[config.mk]
export PLATFORM = sky130hd
export DESIGN_NAME = rfq_top
export DESIGN_NICKNAME = d
export VERILOG_FILES = /design/src/logic/rfq_pkg.sv /design/src/logic/rfq_cfg_if.sv /design/src/logic/rfq_port_qual.sv /design/src/logic/rfq_top.sv
export SDC_FILE = /design/constraint.sdc
export NUM_CORES = 1
export LEC_CHECK = 0
export BUFFER_PORTS_ARGS = -buffer_cell sky130_fd_sc_hd__buf_4
export CAP_MARGIN = 20
export CORE_UTILIZATION = 38
export DETAILED_ROUTE_END_ITERATION = 12
export SLEW_MARGIN = 20
export SYNTH_ARGS = -nofsm -noshare
export SYNTH_HDL_FRONTEND = slang
export SYNTH_SLANG_ARGS = --single-unit
[constraint.sdc]
create_clock -name i_sys_clk -period 2.8 [get_ports i_sys_clk]
set_input_delay 0.56 -clock i_sys_clk [delete_from_list [all_inputs] [get_ports i_sys_clk]]
set_output_delay 0.56 -clock i_sys_clk [all_outputs]
set_load 0.05 [all_outputs]
[src/logic/rfq_pkg.sv]
// rfq_pkg: register offsets, field positions and reset values for the
// per-port frame qualifier.
// assumes: 8-bit register window reached through a port-select register.
package rfq_pkg;
   localparam int          NUM_PORTS      = 2;
   localparam logic [7:0]  ADDR_PORT_SEL  = 8'h4C;
   localparam logic [7:0]  ADDR_CHECK_CFG = 8'h7C;
   localparam logic [7:0]  ADDR_QUAL_CTL  = 8'h7D;
   localparam logic [7:0]  CHECK_CFG_RST  = 8'h20;
   localparam logic [7:0]  QUAL_CTL_RST   = 8'h00;
   localparam logic [7:0]  PORT_SEL_RST   = 8'h00;
   // check config fields
   localparam int          CC_PACK_HI     = 7;
   localparam int          CC_PACK_LO     = 6;
   localparam int          CC_TRUNC_PAR   = 5;
   localparam int          CC_TRUNC_LSIZE = 4;
   localparam int          CC_TRUNC_FSIZE = 3;
   localparam int          CC_LINE_LEVEL  = 1;
   localparam int          CC_FRAME_LEVEL = 0;
   // qualify control fields
   localparam int          QC_DISCARD_EN  = 7;
   localparam int          QC_LINE_COUNT  = 5;
   localparam int          QC_LINE_SIZE   = 4;
   localparam int          QC_PAR_STICKY  = 3;
   localparam int          QC_WDOG_OFF    = 2;
   localparam int          QC_THR_HI      = 1;
   localparam int          QC_THR_LO      = 0;
   // packing codes
   localparam logic [1:0]  PACK_NORMAL    = 2'h0;
   localparam logic [1:0]  PACK_UPPER     = 2'h2;
   localparam logic [1:0]  PACK_LOWER     = 2'h3;
   // watchdog frame-period counter width
   localparam int          PERIOD_W       = 24;
   localparam int          WDOG_PERIODS   = 2;
endpackage : rfq_pkg

[src/logic/rfq_cfg_if.sv]
// rfq_cfg_if: per-port configuration fields from the register file to a
// port qualifier.
// assumes: one instance per receive port, same clock on both sides.
interface rfq_cfg_if;
   logic [7:0] check_cfg;
   logic [7:0] qual_ctl;
   modport regs (output check_cfg, output qual_ctl);
   modport port (input  check_cfg, input  qual_ctl);
endinterface : rfq_cfg_if

[src/logic/rfq_port_qual.sv]
// rfq_port_qual: qualification and forwarding control for one port.
// assumes: link-side event inputs are already synchronous to i_sys_clk.
module rfq_port_qual
(
   input  wire logic  i_sys_clk,
   input  wire logic  i_rst_n,
   rfq_cfg_if.port    cfg,
   input  wire logic  i_lock,
   input  wire logic  i_frame_raw,
   input  wire logic  i_line_raw,
   input  wire logic  i_pix_vld,
   input  wire logic [9:0] i_pix,
   input  wire logic  i_par_err,
   output logic       o_qualified,
   output logic       o_fwd_vld,
   output logic [9:0] o_fwd_pix
);
   logic                        frame_act, line_act, frame_q, line_q;
   logic                        frame_end, frame_start, line_end;
   logic [15:0]                 line_len, line_len_ref, line_cnt, lines_ref;
   logic                        len_known, cnt_known, trunc;
   logic                        lsize_chg, lcnt_chg;
   logic [1:0]                  good_cnt, thr;
   logic [rfq_pkg::PERIOD_W-1:0] period, wdog;
   logic                        frame_bad, wdog_hit, qual_drop;

   // polarity: level 1 means the flag is low while active
   assign frame_act = i_frame_raw ^ cfg.check_cfg[rfq_pkg::CC_FRAME_LEVEL]; // [RQ7]
   assign line_act  = i_line_raw ^ cfg.check_cfg[rfq_pkg::CC_LINE_LEVEL]; // [RQ6]
   assign frame_end   = frame_q & ~frame_act;
   assign frame_start = ~frame_q & frame_act;
   assign line_end    = line_q & ~line_act;
   assign thr         = cfg.qual_ctl[rfq_pkg::QC_THR_HI:rfq_pkg::QC_THR_LO];
   assign lsize_chg   = line_end & len_known & (line_len != line_len_ref);
   assign lcnt_chg    = frame_end & cnt_known & (line_cnt != lines_ref);
   // watchdog: no frame end within two measured frame periods
   assign wdog_hit = ~cfg.qual_ctl[rfq_pkg::QC_WDOG_OFF] && thr != 2'h0
                     && period != '0
                     && wdog >= period * rfq_pkg::WDOG_PERIODS; // [RQ13]
   assign qual_drop = ~i_lock                                          // [RQ16]
      | (cfg.qual_ctl[rfq_pkg::QC_LINE_COUNT] & lcnt_chg)              // [RQ9]
      | (cfg.qual_ctl[rfq_pkg::QC_LINE_SIZE] & lsize_chg)              // [RQ10]
      | i_par_err                                                      // [RQ11]
      | wdog_hit;

   ////////////////////////////////////////////////////////////////////////
   always_ff @(posedge i_sys_clk or negedge i_rst_n)
      if (!i_rst_n)
      begin
         frame_q <= 1'b0;
         line_q  <= 1'b0;
      end
      else
      begin
         frame_q <= frame_act;
         line_q  <= line_act;
      end

   // line size and line count references
   always_ff @(posedge i_sys_clk or negedge i_rst_n)
      if (!i_rst_n)
      begin
         line_len <= '0;
         line_len_ref <= '0;
         len_known <= 1'b0;
         line_cnt <= '0;
         lines_ref <= '0;
         cnt_known <= 1'b0;
      end
      else
      begin
         if (line_end)
         begin
            line_len     <= '0;
            line_len_ref <= line_len;
            len_known    <= 1'b1;
         end
         else if (line_act && i_pix_vld)
            line_len <= line_len + 16'h0001;
         if (frame_end)
         begin
            line_cnt  <= '0;
            lines_ref <= line_cnt;
            cnt_known <= 1'b1;
         end
         else if (line_end)
            line_cnt <= line_cnt + 16'h0001;
      end

   // frame period measure and watchdog counter
   always_ff @(posedge i_sys_clk or negedge i_rst_n)
      if (!i_rst_n)
      begin
         period <= '0;
         wdog   <= '0;
      end
      else if (!i_lock)
      begin
         // saturated count wraps the first period after lock to zero, so a
         // partial frame never arms the watchdog with a short period
         period <= '0;
         wdog   <= '1;
      end
      else if (frame_end)
      begin
         period <= wdog + 1'b1;
         wdog   <= '0;
      end
      else if (wdog != '1)
         wdog <= wdog + 1'b1;

   // errored frame tracking: a frame counts as valid only if clean
   always_ff @(posedge i_sys_clk or negedge i_rst_n)
      if (!i_rst_n)
         frame_bad <= 1'b0;
      else if (frame_start)
         frame_bad <= i_par_err | lsize_chg;
      else if (i_par_err || lsize_chg)
         frame_bad <= 1'b1;

   // valid-frame count and qualified indication
   always_ff @(posedge i_sys_clk or negedge i_rst_n)
      if (!i_rst_n)
      begin
         good_cnt    <= '0;
         o_qualified <= 1'b0;
      end
      else if (qual_drop)
      begin
         o_qualified <= 1'b0;
         // non-sticky parity drop keeps the count so pass returns at once
         if (!(i_par_err && i_lock && !cfg.qual_ctl[rfq_pkg::QC_PAR_STICKY]
               && !lcnt_chg && !lsize_chg && !wdog_hit))
            good_cnt <= '0; // [RQ16] [RQ11]
      end
      else if (thr == 2'h0)
         o_qualified <= 1'b1; // [RQ14]
      else if (good_cnt >= thr)
         o_qualified <= 1'b1; // [RQ14]
      else if (frame_end && !frame_bad && !lcnt_chg)
      begin
         good_cnt    <= good_cnt + 2'h1;
         o_qualified <= (good_cnt + 2'h1) >= thr; // [RQ14] [RQ5]
      end

   ////////////////////////////////////////////////////////////////////////
   // frame truncation: held until the next frame start; an error seen in
   // the start cycle itself still truncates
   always_ff @(posedge i_sys_clk or negedge i_rst_n)
      if (!i_rst_n)
         trunc <= 1'b0;
      else
         trunc <= (trunc & ~frame_start)
            | (cfg.check_cfg[rfq_pkg::CC_TRUNC_PAR] & i_par_err)    // [RQ3]
            | (cfg.check_cfg[rfq_pkg::CC_TRUNC_LSIZE] & lsize_chg)  // [RQ4]
            | (cfg.check_cfg[rfq_pkg::CC_TRUNC_FSIZE] & lcnt_chg);  // [RQ5]

   // forwarding with packing select
   always_ff @(posedge i_sys_clk or negedge i_rst_n)
      if (!i_rst_n)
      begin
         o_fwd_vld <= 1'b0;
         o_fwd_pix <= '0;
      end
      else
      begin
         o_fwd_vld <= i_pix_vld & frame_act & line_act & ~trunc
                    & ~(cfg.qual_ctl[rfq_pkg::QC_DISCARD_EN]
                        & ~o_qualified); // [RQ8]
         unique case (cfg.check_cfg[rfq_pkg::CC_PACK_HI:rfq_pkg::CC_PACK_LO])
            rfq_pkg::PACK_UPPER: o_fwd_pix <= {2'h0, i_pix[9:2]}; // [RQ1]
            rfq_pkg::PACK_LOWER: o_fwd_pix <= {2'h0, i_pix[7:0]}; // [RQ1]
            default:             o_fwd_pix <= i_pix; // [RQ1]
         endcase
      end
endmodule : rfq_port_qual

[src/logic/rfq_top.sv]
// rfq_top: per-port frame qualifier with port-selected register window.
// assumes: byte register access strobes from an I2C target on i_sys_clk;
// link inputs come from another domain and are synchronised here.

// Summary of operation
// RQ1: pack select picks normal, upper or lower bits
// RQ2: software updates raw data type when packing
// RQ3: parity truncation bit, default set
// RQ4: line size change truncates frame when enabled
// RQ5: line count change truncates; resume after threshold
// RQ6: line flag polarity chosen by bit one
// RQ7: frame flag polarity chosen by bit zero
// RQ8: discard packets while unqualified when enabled
// RQ9: line count change drops qualified until threshold
// RQ10: line size change drops qualified until threshold
// RQ11: parity drops qualified, sticky mode until threshold
// RQ12: software uses threshold two with sticky parity
// RQ13: watchdog drops qualified after two frame periods
// RQ14: threshold zero means lock, else frame count
// RQ15: registers per port, chosen by port select
// RQ16: no lock holds unqualified; count restarts
module rfq_top
(
   input  wire logic                      i_sys_clk,
   input  wire logic                      i_rst_n,
   input  wire logic                      i_reg_wr,
   input  wire logic                      i_reg_rd,
   input  wire logic [7:0]                i_reg_addr,
   input  wire logic [7:0]                i_reg_wdata,
   output logic      [7:0]                o_reg_rdata,
   input  wire logic [rfq_pkg::NUM_PORTS-1:0] i_lock,
   input  wire logic [rfq_pkg::NUM_PORTS-1:0] i_frame_active_flag,
   input  wire logic [rfq_pkg::NUM_PORTS-1:0] i_line_active_flag,
   input  wire logic [rfq_pkg::NUM_PORTS-1:0] i_pix_vld,
   input  wire logic [rfq_pkg::NUM_PORTS*10-1:0] i_pix,
   input  wire logic [rfq_pkg::NUM_PORTS-1:0] i_par_err,
   output logic      [rfq_pkg::NUM_PORTS-1:0] o_qualified,
   output logic      [rfq_pkg::NUM_PORTS-1:0] o_fwd_vld,
   output logic      [rfq_pkg::NUM_PORTS*10-1:0] o_fwd_pix
);
   localparam int NP = rfq_pkg::NUM_PORTS;
   logic [7:0] port_sel;
   logic [7:0] check_cfg [NP];
   logic [7:0] qual_ctl  [NP];
   logic [NP-1:0] qual_w, fvld_w;
   logic [NP*10-1:0] fpix_w;

   ////////////////////////////////////////////////////////////////////////
   // port select: bits 0 and 1 enable writes to the copy of port 0 and port 1
   always_ff @(posedge i_sys_clk or negedge i_rst_n)
      if (!i_rst_n)
         port_sel <= rfq_pkg::PORT_SEL_RST;
      else if (i_reg_wr && i_reg_addr == rfq_pkg::ADDR_PORT_SEL)
         port_sel <= i_reg_wdata;

   // reads come from port 0 when its write bit is set, otherwise from port 1
   always_ff @(posedge i_sys_clk or negedge i_rst_n)
      if (!i_rst_n)
         o_reg_rdata <= '0;
      else if (i_reg_rd)
      begin
         unique case (i_reg_addr)
            rfq_pkg::ADDR_PORT_SEL:  o_reg_rdata <= port_sel;
            rfq_pkg::ADDR_CHECK_CFG: o_reg_rdata <= check_cfg[port_sel[0] ? 0 : 1]; // [RQ15]
            rfq_pkg::ADDR_QUAL_CTL:  o_reg_rdata <= qual_ctl[port_sel[0] ? 0 : 1]; // [RQ15]
            default:                 o_reg_rdata <= '0;
         endcase
      end

   ////////////////////////////////////////////////////////////////////////
   genvar p;
   generate
      for (p = 0; p < NP; p++)
      begin : g_port
         rfq_cfg_if cfg_i ();
         logic [4:0] s1, s2;
         logic [9:0] pix1, pix2;

         always_ff @(posedge i_sys_clk or negedge i_rst_n)
            if (!i_rst_n)
            begin
               check_cfg[p] <= rfq_pkg::CHECK_CFG_RST;
               qual_ctl[p]  <= rfq_pkg::QUAL_CTL_RST;
            end
            else if (i_reg_wr && port_sel[p])
            begin
               if (i_reg_addr == rfq_pkg::ADDR_CHECK_CFG)
                  check_cfg[p] <= i_reg_wdata; // [RQ15]
               if (i_reg_addr == rfq_pkg::ADDR_QUAL_CTL)
                  qual_ctl[p] <= i_reg_wdata; // [RQ15]
            end

         assign cfg_i.check_cfg = check_cfg[p];
         assign cfg_i.qual_ctl  = qual_ctl[p];

         // two-flop synchronisers on the link-side inputs
         always_ff @(posedge i_sys_clk or negedge i_rst_n)
            if (!i_rst_n)
            begin
               s1 <= '0;
               s2 <= '0;
               pix1 <= '0;
               pix2 <= '0;
            end
            else
            begin
               s1 <= {i_lock[p], i_frame_active_flag[p],
                      i_line_active_flag[p], i_pix_vld[p], i_par_err[p]};
               s2 <= s1;
               pix1 <= i_pix[p*10 +: 10];
               pix2 <= pix1;
            end

         rfq_port_qual u_qual
         (
            .i_sys_clk   (i_sys_clk),
            .i_rst_n     (i_rst_n),
            .cfg         (cfg_i.port),
            .i_lock      (s2[4]),
            .i_frame_raw (s2[3]),
            .i_line_raw  (s2[2]),
            .i_pix_vld   (s2[1]),
            .i_pix       (pix2),
            .i_par_err   (s2[0]),
            .o_qualified (qual_w[p]),
            .o_fwd_vld   (fvld_w[p]),
            .o_fwd_pix   (fpix_w[p*10 +: 10])
         );
      end
   endgenerate

   assign o_qualified = qual_w;
   assign o_fwd_vld   = fvld_w;
   assign o_fwd_pix   = fpix_w;
endmodule : rfq_top

# Yosys cells after proc, flatten, opt, wreduce, memory -nomap -nowiden
# Index checks and enable logic that the tools add are counted.
[classes]
n_addsub = 8
n_lt_le_gt_ge = 7
n_eq_ne = 23
mux = 50
bitwise = 75
n_reduce_logical = 59
[ops]
columns = ["cell", "count"]
rows = [
  ["two-way mux 24 bit", 10],
  ["two-way mux 16 bit", 8],
  ["adder 16 x 1 -> 16 bit (second input constant)", 4],
  ["inequality test 16 bit", 4],
  ["greater-or-equal comparator 24 x 25 -> 1 bit", 2],
  ["adder 24 x 1 -> 24 bit (second input constant)", 2],
  ["two-way mux 8 bit", 6],
  ["inequality test 24 bit (second input constant)", 2],
  ["nonzero test 24 bit", 2],
  ["case mux 10 bit (2 select lines)", 2],
  ["AND 1 bit", 36],
  ["greater-or-equal comparator 32 x 2 -> 1 bit (second input constant)", 1],
  ["NOT 1 -> 32 bit", 1],
  ["logical AND 1 bit", 25],
  ["equality test 8 x 7 -> 1 bit (second input constant)", 3],
  ["case mux 8 bit (3 select lines)", 1],
  ["two-way mux 2 bit", 10],
  ["nonzero test 2 bit", 10],
  ["NOT 1 bit", 18],
  ["OR 1 bit", 16],
  ["two-way mux 1 bit", 13],
  ["inequality test 2 x 1 -> 1 bit (second input constant)", 6],
  ["logical NOT 1 bit", 10],
  ["equality test 2 bit (second input constant)", 4],
  ["10 further kinds", 26],
]
[word_totals]
reg_bits = 372
input_bits = 50
output_inout_bits = 32
elab_cells = 268

# Depth between registers and ports, before layout
[logic_depth]
ltp_word = 12
depth_mapped = 9
depth_no_buf = 9

# Modules after synthesis
# From an unflattened synthesis, not the netlist that was laid out.
[unflattened]
hier_cells = 1545
hier_area_um2 = 17081.4
[modules_own_cells]
columns = ["module", "instances", "cells_per_inst", "area_each_um2", "seq_area_each_um2"]
rows = [
  ["rfq_port_qual", 2, 662, 6668.9, 3303.2],
  ["rfq_top", 1, 221, 3743.6, 2705.1],
]

# Worst setup path before layout
# Ideal clock, no wire load.
[synth_timing]
path_kind = "input -> register"
start = "in i_reg_addr[0]"
end = "reg port_sel[0]"
setup_ns = 0.125
t_arrival_ns = 2.039
required_time_ns = 2.675
path_slack_ns = 0.636
cell_stages = 4
n_path_buf = 1
cell_sequence = "clkbuf_1 -> nor4b_2 -> nand2_1 -> mux2_2"
[synth_between]
elab_chain_len = 2
[synth_rtl]
columns = ["item", "line", "rtl"]
rows = [
  ["from (decl)", "rfq_top.sv:28", "input wire logic [7:0] i_reg_addr,"],
  ["equality test 8 x 7 -> 1 bit", "rfq_top.sv:53", "else if (i_reg_wr && i_reg_addr == rfq_pkg::ADDR_PORT_SEL)"],
  ["logical AND 1 bit", "rfq_top.sv:53", ""],
  ["to (signal assigned)", "rfq_top.sv:52", "port_sel <= rfq_pkg::PORT_SEL_RST;"],
  ["to (signal assigned)", "rfq_top.sv:54", "port_sel <= i_reg_wdata;"],
  ["to (decl)", "rfq_top.sv:42", "logic [7:0] port_sel;"],
]
# Every way passes these cells.
# A chain may end at the register's enable or synchronous reset.

# Worst setup path after layout
[layout_timing]
start = "reg g_port[1].u_qual.line_len[5]"
end = "reg g_port[1].u_qual.o_qualified"
[layout_between]
elab_chain_len = 7
elab_cells_between_ends = 8
classes_between = "eq/ne: 1; mux: 1; bitwise: 5; reduce/logical: 1"
[layout_rtl]
columns = ["item", "line", "rtl"]
rows = [
  ["from (decl)", "rfq_port_qual.sv:20", "logic [15:0] line_len, line_len_ref, line_cnt, lines_ref;"],
  ["from (signal assigned)", "rfq_port_qual.sv:79", "line_len <= line_len + 16'h0001;"],
  ["inequality test 16 bit *", "rfq_port_qual.sv:34", "assign lsize_chg = line_end & len_known & (line_len != line_len_ref);"],
  ["AND 1 bit *", "rfq_port_qual.sv:34", ""],
  ["AND 1 bit *", "rfq_port_qual.sv:42", "| (cfg.qual_ctl[rfq_pkg::QC_LINE_SIZE] & lsize_chg)"],
  ["OR 1 bit *", "rfq_port_qual.sv:42", ""],
  ["OR 1 bit *", "rfq_port_qual.sv:43", "| i_par_err"],
  ["OR 1 bit *", "rfq_port_qual.sv:44", "| wdog_hit;"],
  ["nonzero test 4 bit (no source line) or two-way mux 1 bit (tied branches)", "--", ""],
  ["to (signal assigned)", "rfq_port_qual.sv:143", "o_qualified <= (good_cnt + 2'h1) >= thr;"],
  ["to (decl)", "rfq_port_qual.sv:14", "output logic o_qualified,"],
]
# Every way passes the cells marked *; elsewhere a longest branch is shown, timed or not.

==> flow_summary.html <==
<table>
<tr><th>Metric</th><th>Value</th></tr>
<tr><th colspan="2">Timing</th></tr>
<tr><td>Final setup violation count</td><td>0</td></tr>
<tr><td>Fmax</td><td>just over 400 MHz</td></tr>
<tr><td>Skew final</td><td>about 16 ps</td></tr>
<tr><td>Number of hold violations in the final report</td><td>6</td></tr>
<tr><td>Final critical delay including setup and external delays</td><td>2430 ps</td></tr>
<tr><td>RSZ-0062 raised after global routing</td><td>false</td></tr>
<tr><td>Relative slew slack</td><td>44.5%</td></tr>
<tr><td>Total Negative Setup Slacks</td><td>0 ps</td></tr>
<tr><td>Final Slew Violations</td><td>0</td></tr>
<tr><td>Transition at the pin with the smallest max-transition slack</td><td>between 800 and 900 ps</td></tr>
<tr><td>Fraction of the cycle the final worst path needs</td><td>about 87%</td></tr>
<tr><td>Final Hold Slack</td><td>-18.2 ps</td></tr>
<tr><th colspan="2">Power and ir drop</th></tr>
<tr><td>Share of power burned in registers</td><td>between 40 and 50%</td></tr>
<tr><td>PD cells</td><td>between 600 and 700 mW/mm^2</td></tr>
<tr><td>Clk pwr share</td><td>42.2%</td></tr>
<tr><td>Fraction of power spent switching nets</td><td>about a quarter</td></tr>
<tr><td>Switching power</td><td>~3.2 mW</td></tr>
<tr><td>Cell Int Power</td><td>9.31 mW</td></tr>
<tr><td>Part of the power in combinational logic</td><td>about a tenth</td></tr>
<tr><td>Peak supply drop</td><td>between 0.0006 and 0.0007 V</td></tr>
<tr><td>Leakage</td><td>slightly above 9 nW</td></tr>
<tr><th colspan="2">Layout</th></tr>
<tr><td>Layout fillers</td><td>4,136</td></tr>
<tr><td>Layout overhead on the synthesized area</td><td>15.5%</td></tr>
<tr><td>Nets@finish</td><td>between 1.5k and 2k</td></tr>
<tr><td>Share of final-layout standard cells stronger than drive strength 1</td><td>15.3%</td></tr>
<tr><td>Number of standard cells in the final layout excluding fillers</td><td>approximately 2.3k</td></tr>
<tr><td>Post-Layout Inst Area</td><td>0.0198 sq mm</td></tr>
<tr><td>Finished Core Util</td><td>between 40 and 50%</td></tr>
<tr><td>Antenna cell count</td><td>0</td></tr>
<tr><th colspan="2">Logic synthesis</th></tr>
<tr><td>Ys async rst share</td><td>100%</td></tr>
<tr><td>Number of distinct standard cells referenced by the synthesized netlist</td><td>72</td></tr>
<tr><td>Post-synth top area share</td><td>a little over half</td></tr>
<tr><td>Post-Syn Instances</td><td>1,621</td></tr>
<tr><td>Number of enable flip-flop cells after synthesis</td><td>0</td></tr>
<tr><td>Number of synthesized register bits</td><td>372</td></tr>
<tr><td>Portion of the post-synthesis area used by sequential elements</td><td>approximately 54%</td></tr>
<tr><td>Most area-hungry cell type in the Yosys netlist</td><td>dfrtp_1</td></tr>
<tr><td>Cell types occupying the most area after synthesis</td><td>dfrtp_1 54%, nand2_1 5.6%, xor2_1 5.0%</td></tr>
<tr><td>Most frequently used flop master after synthesis</td><td>dfrtp_1</td></tr>
<tr><td>Average cell area after synthesis</td><td>between 10 and 15 sq um</td></tr>
<tr><td>Post-synthesis instance area</td><td>about 0.017 sq mm</td></tr>
<tr><td>Synthesized net count</td><td>between 1.5k and 2k</td></tr>
<tr><td>Yosys warning count</td><td>0</td></tr>
<tr><th colspan="2">Clocking</th></tr>
<tr><td>Count of hold buffers inserted by post-cts repair</td><td>0</td></tr>
<tr><td>Clock latency at the later pin of the worst-skew pair</td><td>approximately 550 ps</td></tr>
<tr><td>Post-CTS setup buffer count</td><td>0</td></tr>
<tr><td>CTS Root Buffer Type</td><td>clkbuf_16</td></tr>
<tr><td>Largest buffer count on any clock path</td><td>3</td></tr>
<tr><td>Number of levels in the clock H-tree</td><td>2</td></tr>
<tr><td>Clock net sink count</td><td>around 370</td></tr>
<tr><td>Clock transition at path regs</td><td>~60 ps</td></tr>
<tr><td>Clock buffer count from CTS</td><td>39</td></tr>
<tr><td>CTS tree</td><td>done</td></tr>
<tr><td>Post-cts sizing count</td><td>0</td></tr>
<tr><th colspan="2">Global routing</th></tr>
<tr><td>Global-route wire length before repair</td><td>between 60,000 and 70,000 um</td></tr>
<tr><td>Initial antenna violation count</td><td>0</td></tr>
<tr><td>Maximum number of pins on one net before global-route repair</td><td>99</td></tr>
<tr><td>Overflow left after global routing</td><td>0</td></tr>
<tr><td>Global-route usage over all layers</td><td>~16%</td></tr>
<tr><td>Via count of the first global-routing pass</td><td>~12k</td></tr>
<tr><th colspan="2">Drt</th></tr>
<tr><td>Average wire per standard cell</td><td>15.4 um</td></tr>
<tr><td>Detailed Route Iter0 Violations</td><td>666</td></tr>
<tr><td>Number of nets with antenna violations after detailed routing</td><td>0</td></tr>
<tr><td>Count of unresolved DRC violations after routing</td><td>0</td></tr>
<tr><td>Total vias in the final route</td><td>roughly 12k</td></tr>
<tr><td>Vias/cell</td><td>5.00</td></tr>
<tr><td>Total Wirelength</td><td>roughly 36,000 um</td></tr>
<tr><td>Number of iterations in the first detailed-routing pass</td><td>5</td></tr>
<tr><th colspan="2">Floorplanning</th></tr>
<tr><td>Starting density of the core</td><td>38.6%</td></tr>
<tr><td>Site row count</td><td>between 70 and 80</td></tr>
<tr><td>Area inside the core boundary</td><td>~0.044 sq mm</td></tr>
<tr><td>Width of the chip</td><td>214 um</td></tr>
<tr><td>Chip Height</td><td>roughly 210 um</td></tr>
<tr><td>DIE AREA</td><td>approximately 0.046 sq mm</td></tr>
<tr><td>Total I/O pin count</td><td>82</td></tr>
<tr><th colspan="2">Status</th></tr>
<tr><td>Run status</td><td>finished with violations</td></tr>
<tr><td>Violations in the final reports</td><td>hold timing</td></tr>
<tr><th colspan="2">Setup path</th></tr>
<tr><td>Arrival time worst endpoint</td><td>approximately 2900 ps</td></tr>
<tr><td>Startpoint kind of the worst setup timing path</td><td>flip-flop</td></tr>
<tr><td>Data required time at the worst endpoint</td><td>3240 ps</td></tr>
<tr><td>WS Path Type</td><td>reg -&gt; reg</td></tr>
<tr><td>CP endpoint kind</td><td>flip-flop</td></tr>
<tr><td>Largest fanout of any net on the critical path</td><td>6</td></tr>
<tr><td>Cell chain of the critical path</td><td>xor2_1 -&gt; nor4_1 -&gt; nand4_1 -&gt; and3_4 -&gt; a221oi_4 -&gt; a21boi_1 -&gt; nor3b_1</td></tr>
<tr><td>Delay contributed by the slowest stage of the critical path</td><td>510 ps</td></tr>
<tr><td>Standard cell with the maximum stage delay on the critical path</td><td>nor4_1</td></tr>
<tr><th colspan="2">Placed design</th></tr>
<tr><td>Global placement routability congestion</td><td>about 0.82</td></tr>
<tr><td>Cell count after placement</td><td>approximately 2.3k</td></tr>
<tr><td>Sum of net half-perimeters after detailed placement</td><td>24,600 um</td></tr>
<tr><td>Number of buffers inserted by port buffering</td><td>81</td></tr>
<tr><td>Standard cell area after detailed placement</td><td>0.0184 sq mm</td></tr>
<tr><th colspan="2">Hold path</th></tr>
<tr><td>Path class of the lowest-slack min-delay path</td><td>in -&gt; async</td></tr>
<tr><th colspan="2">Run</th></tr>
<tr><td>Number of max-capacitance violations reported</td><td>0</td></tr>
</table>
-- worst paths after layout --
kind                                                           from                                        to  slack [ps]  cells past startpoint
max in group asynchronous                                   i_rst_n     g_port[1].u_qual.wdog[14]$_DFFE_PN0P_        1960                      2
min in group i_sys_clk                                 i_pix_vld[1]                 g_port[1].s1[1]$_DFF_PN0_         110                      1
max                        g_port[1].u_qual.line_len[5]$_DFFE_PN0P_  g_port[1].u_qual.o_qualified$_DFFE_PN0P_         370                      7
max reg2reg                g_port[1].u_qual.line_len[5]$_DFFE_PN0P_  g_port[1].u_qual.o_qualified$_DFFE_PN0P_         370                      7
min                                                         i_rst_n   g_port[0].u_qual.period[14]$_DFFE_PN0P_         -20                      1
min reg2reg                             g_port[0].pix1[8]$_DFF_PN0_               g_port[0].pix2[8]$_DFF_PN0_         350                      0
-- critical path: cells and delay by family (launching register included) --
| kind | cells | cell delay [ps] |
|---|---|---|
| compound gates | 2 | 550 |
| flops | 1 | 450 |
| simple gates | 4 | 1160 |
| xor+xnor | 1 | 190 |
-- logic make-up after synthesis --
family	synth area share (%)
AO/OA/AOI/OAI	8.55
XOR/XNOR	8.18
multiplexers	4.64
buffers and inverters	3.48
flip-flops	54.4
AND/OR/NAND/NOR	16.3
adder cells (fa/ha/maj)	4.39
-- sequential cells by signal (all words and copies together) (netlist names), 10 cells and up --
name,flops
g_port.u_qual.line_len,32
g_port.u_qual.period,48
g_port.pix1,20
g_port.u_qual.line_cnt,32
g_port.s1,10
g_port.cfg_i.qual_ctl,16
g_port.s2,10
g_port.u_qual.o_fwd_pix,20
g_port.cfg_i.check_cfg,16
g_port.u_qual.wdog,48
g_port.pix2,20
g_port.u_qual.line_len_ref,32
g_port.u_qual.lines_ref,32
-- metrics by stage --
| stage | hold WS [ps] | worst slack, ps | power, mW |
|---|---|---|---|
| finish | -18.2 | 369 | 12.5 |
| global route | 17.3 | 210 | 13.2 |
| CTS | 8.60 | 355 | 12.7 |
| detailed placement | 335 | 372 | 7.35 |
| global placement | 332 | 442 | 7.32 |
| floorplan | 264 | 636 | 6.83 |
-- power groups by stage --
stage,Clock (mW),Combinational [mW],Sequential (mW)
after floorplan,0,0.843,5.98
after global placement,0,1.34,5.98
after detailed placement,0,1.36,5.99
after CTS,5.46,1.37,5.89
after global routing,5.68,1.54,5.93
final,5.29,1.35,5.89
-- placed cells by master, fill, tap and decap left out, types with 7 or more instances in the layout --
master / synthesis / routed
dfrtp_1: 370 / 370
nand2_1: 254 / 254
nor2_1: 139 / 139
xor2_1: 98 / 98
buf_4: 4 / 98
inv_1: 73 / 73
o21ai_0: 62 / 62
xnor2_1: 60 / 60
ha_1: 60 / 60
mux2_2: 58 / 58
a211oi_1: 47 / 47
a21oi_1: 45 / 45
nand3_1: 43 / 43
clkbuf_16: 0 / 39
nand4_1: 33 / 33
nor4_1: 26 / 26
and3_1: 21 / 21
or3_1: 15 / 15
a21o_1: 13 / 13
nor3_1: 11 / 11
clkbuf_8: 1 / 10
o21ai_1: 9 / 9
nor2b_1: 8 / 8
and4_1: 8 / 8
nand2b_1: 7 / 7
o21ai_2: 7 / 7
clkbuf_1: 45 / 7
buf_12: 0 / 7
-- cells in the mapped netlist, types with 6 or more instances --
cell type  instances
nor3_1            11
mux2_2            58
xor2_1            98
a21o_1            13
dfrtp_1          370
ha_1              60
or3_1             15
nand4_1           33
a211oi_1          47
nor2_1           139
o21ai_2            7
nand3_1           43
nand2_1          254
a21oi_1           45
xnor2_1           60
o21ai_1            9
nor4_1            26
and2_1             6
clkbuf_1          45
inv_1             73
and3_1            21
and4_1             8
nand2b_1           7
buf_6              6
buf_1              6
nor2b_1            8
o21ai_0           62
-- final cells by class --
type / instances / area, sq um / share of cell area, %
Inverter: 74 / 278 / 1.41
Sequential cell: 372 / 9310 / 47.1
Clock inverter: 14 / 188 / 0.950
Timing Repair Buffer: 106 / 891 / 4.51
Tap cell: 592 / 741 / 3.75
Multi-Input combinational cell: 1110 / 7210 / 36.5
Clock buffer: 56 / 1140 / 5.77
-- per-layer routing --
layer	GRT usage, %	share of wire, %	vias up
li1	-	-	5699
met1	22.2	48	5719
met2	26.2	47	140
met3	2.91	3.7	54
met4	4.40	2.0	0
met5	0	0	-
No activity file was read; power rests on OpenSTA's default activity.
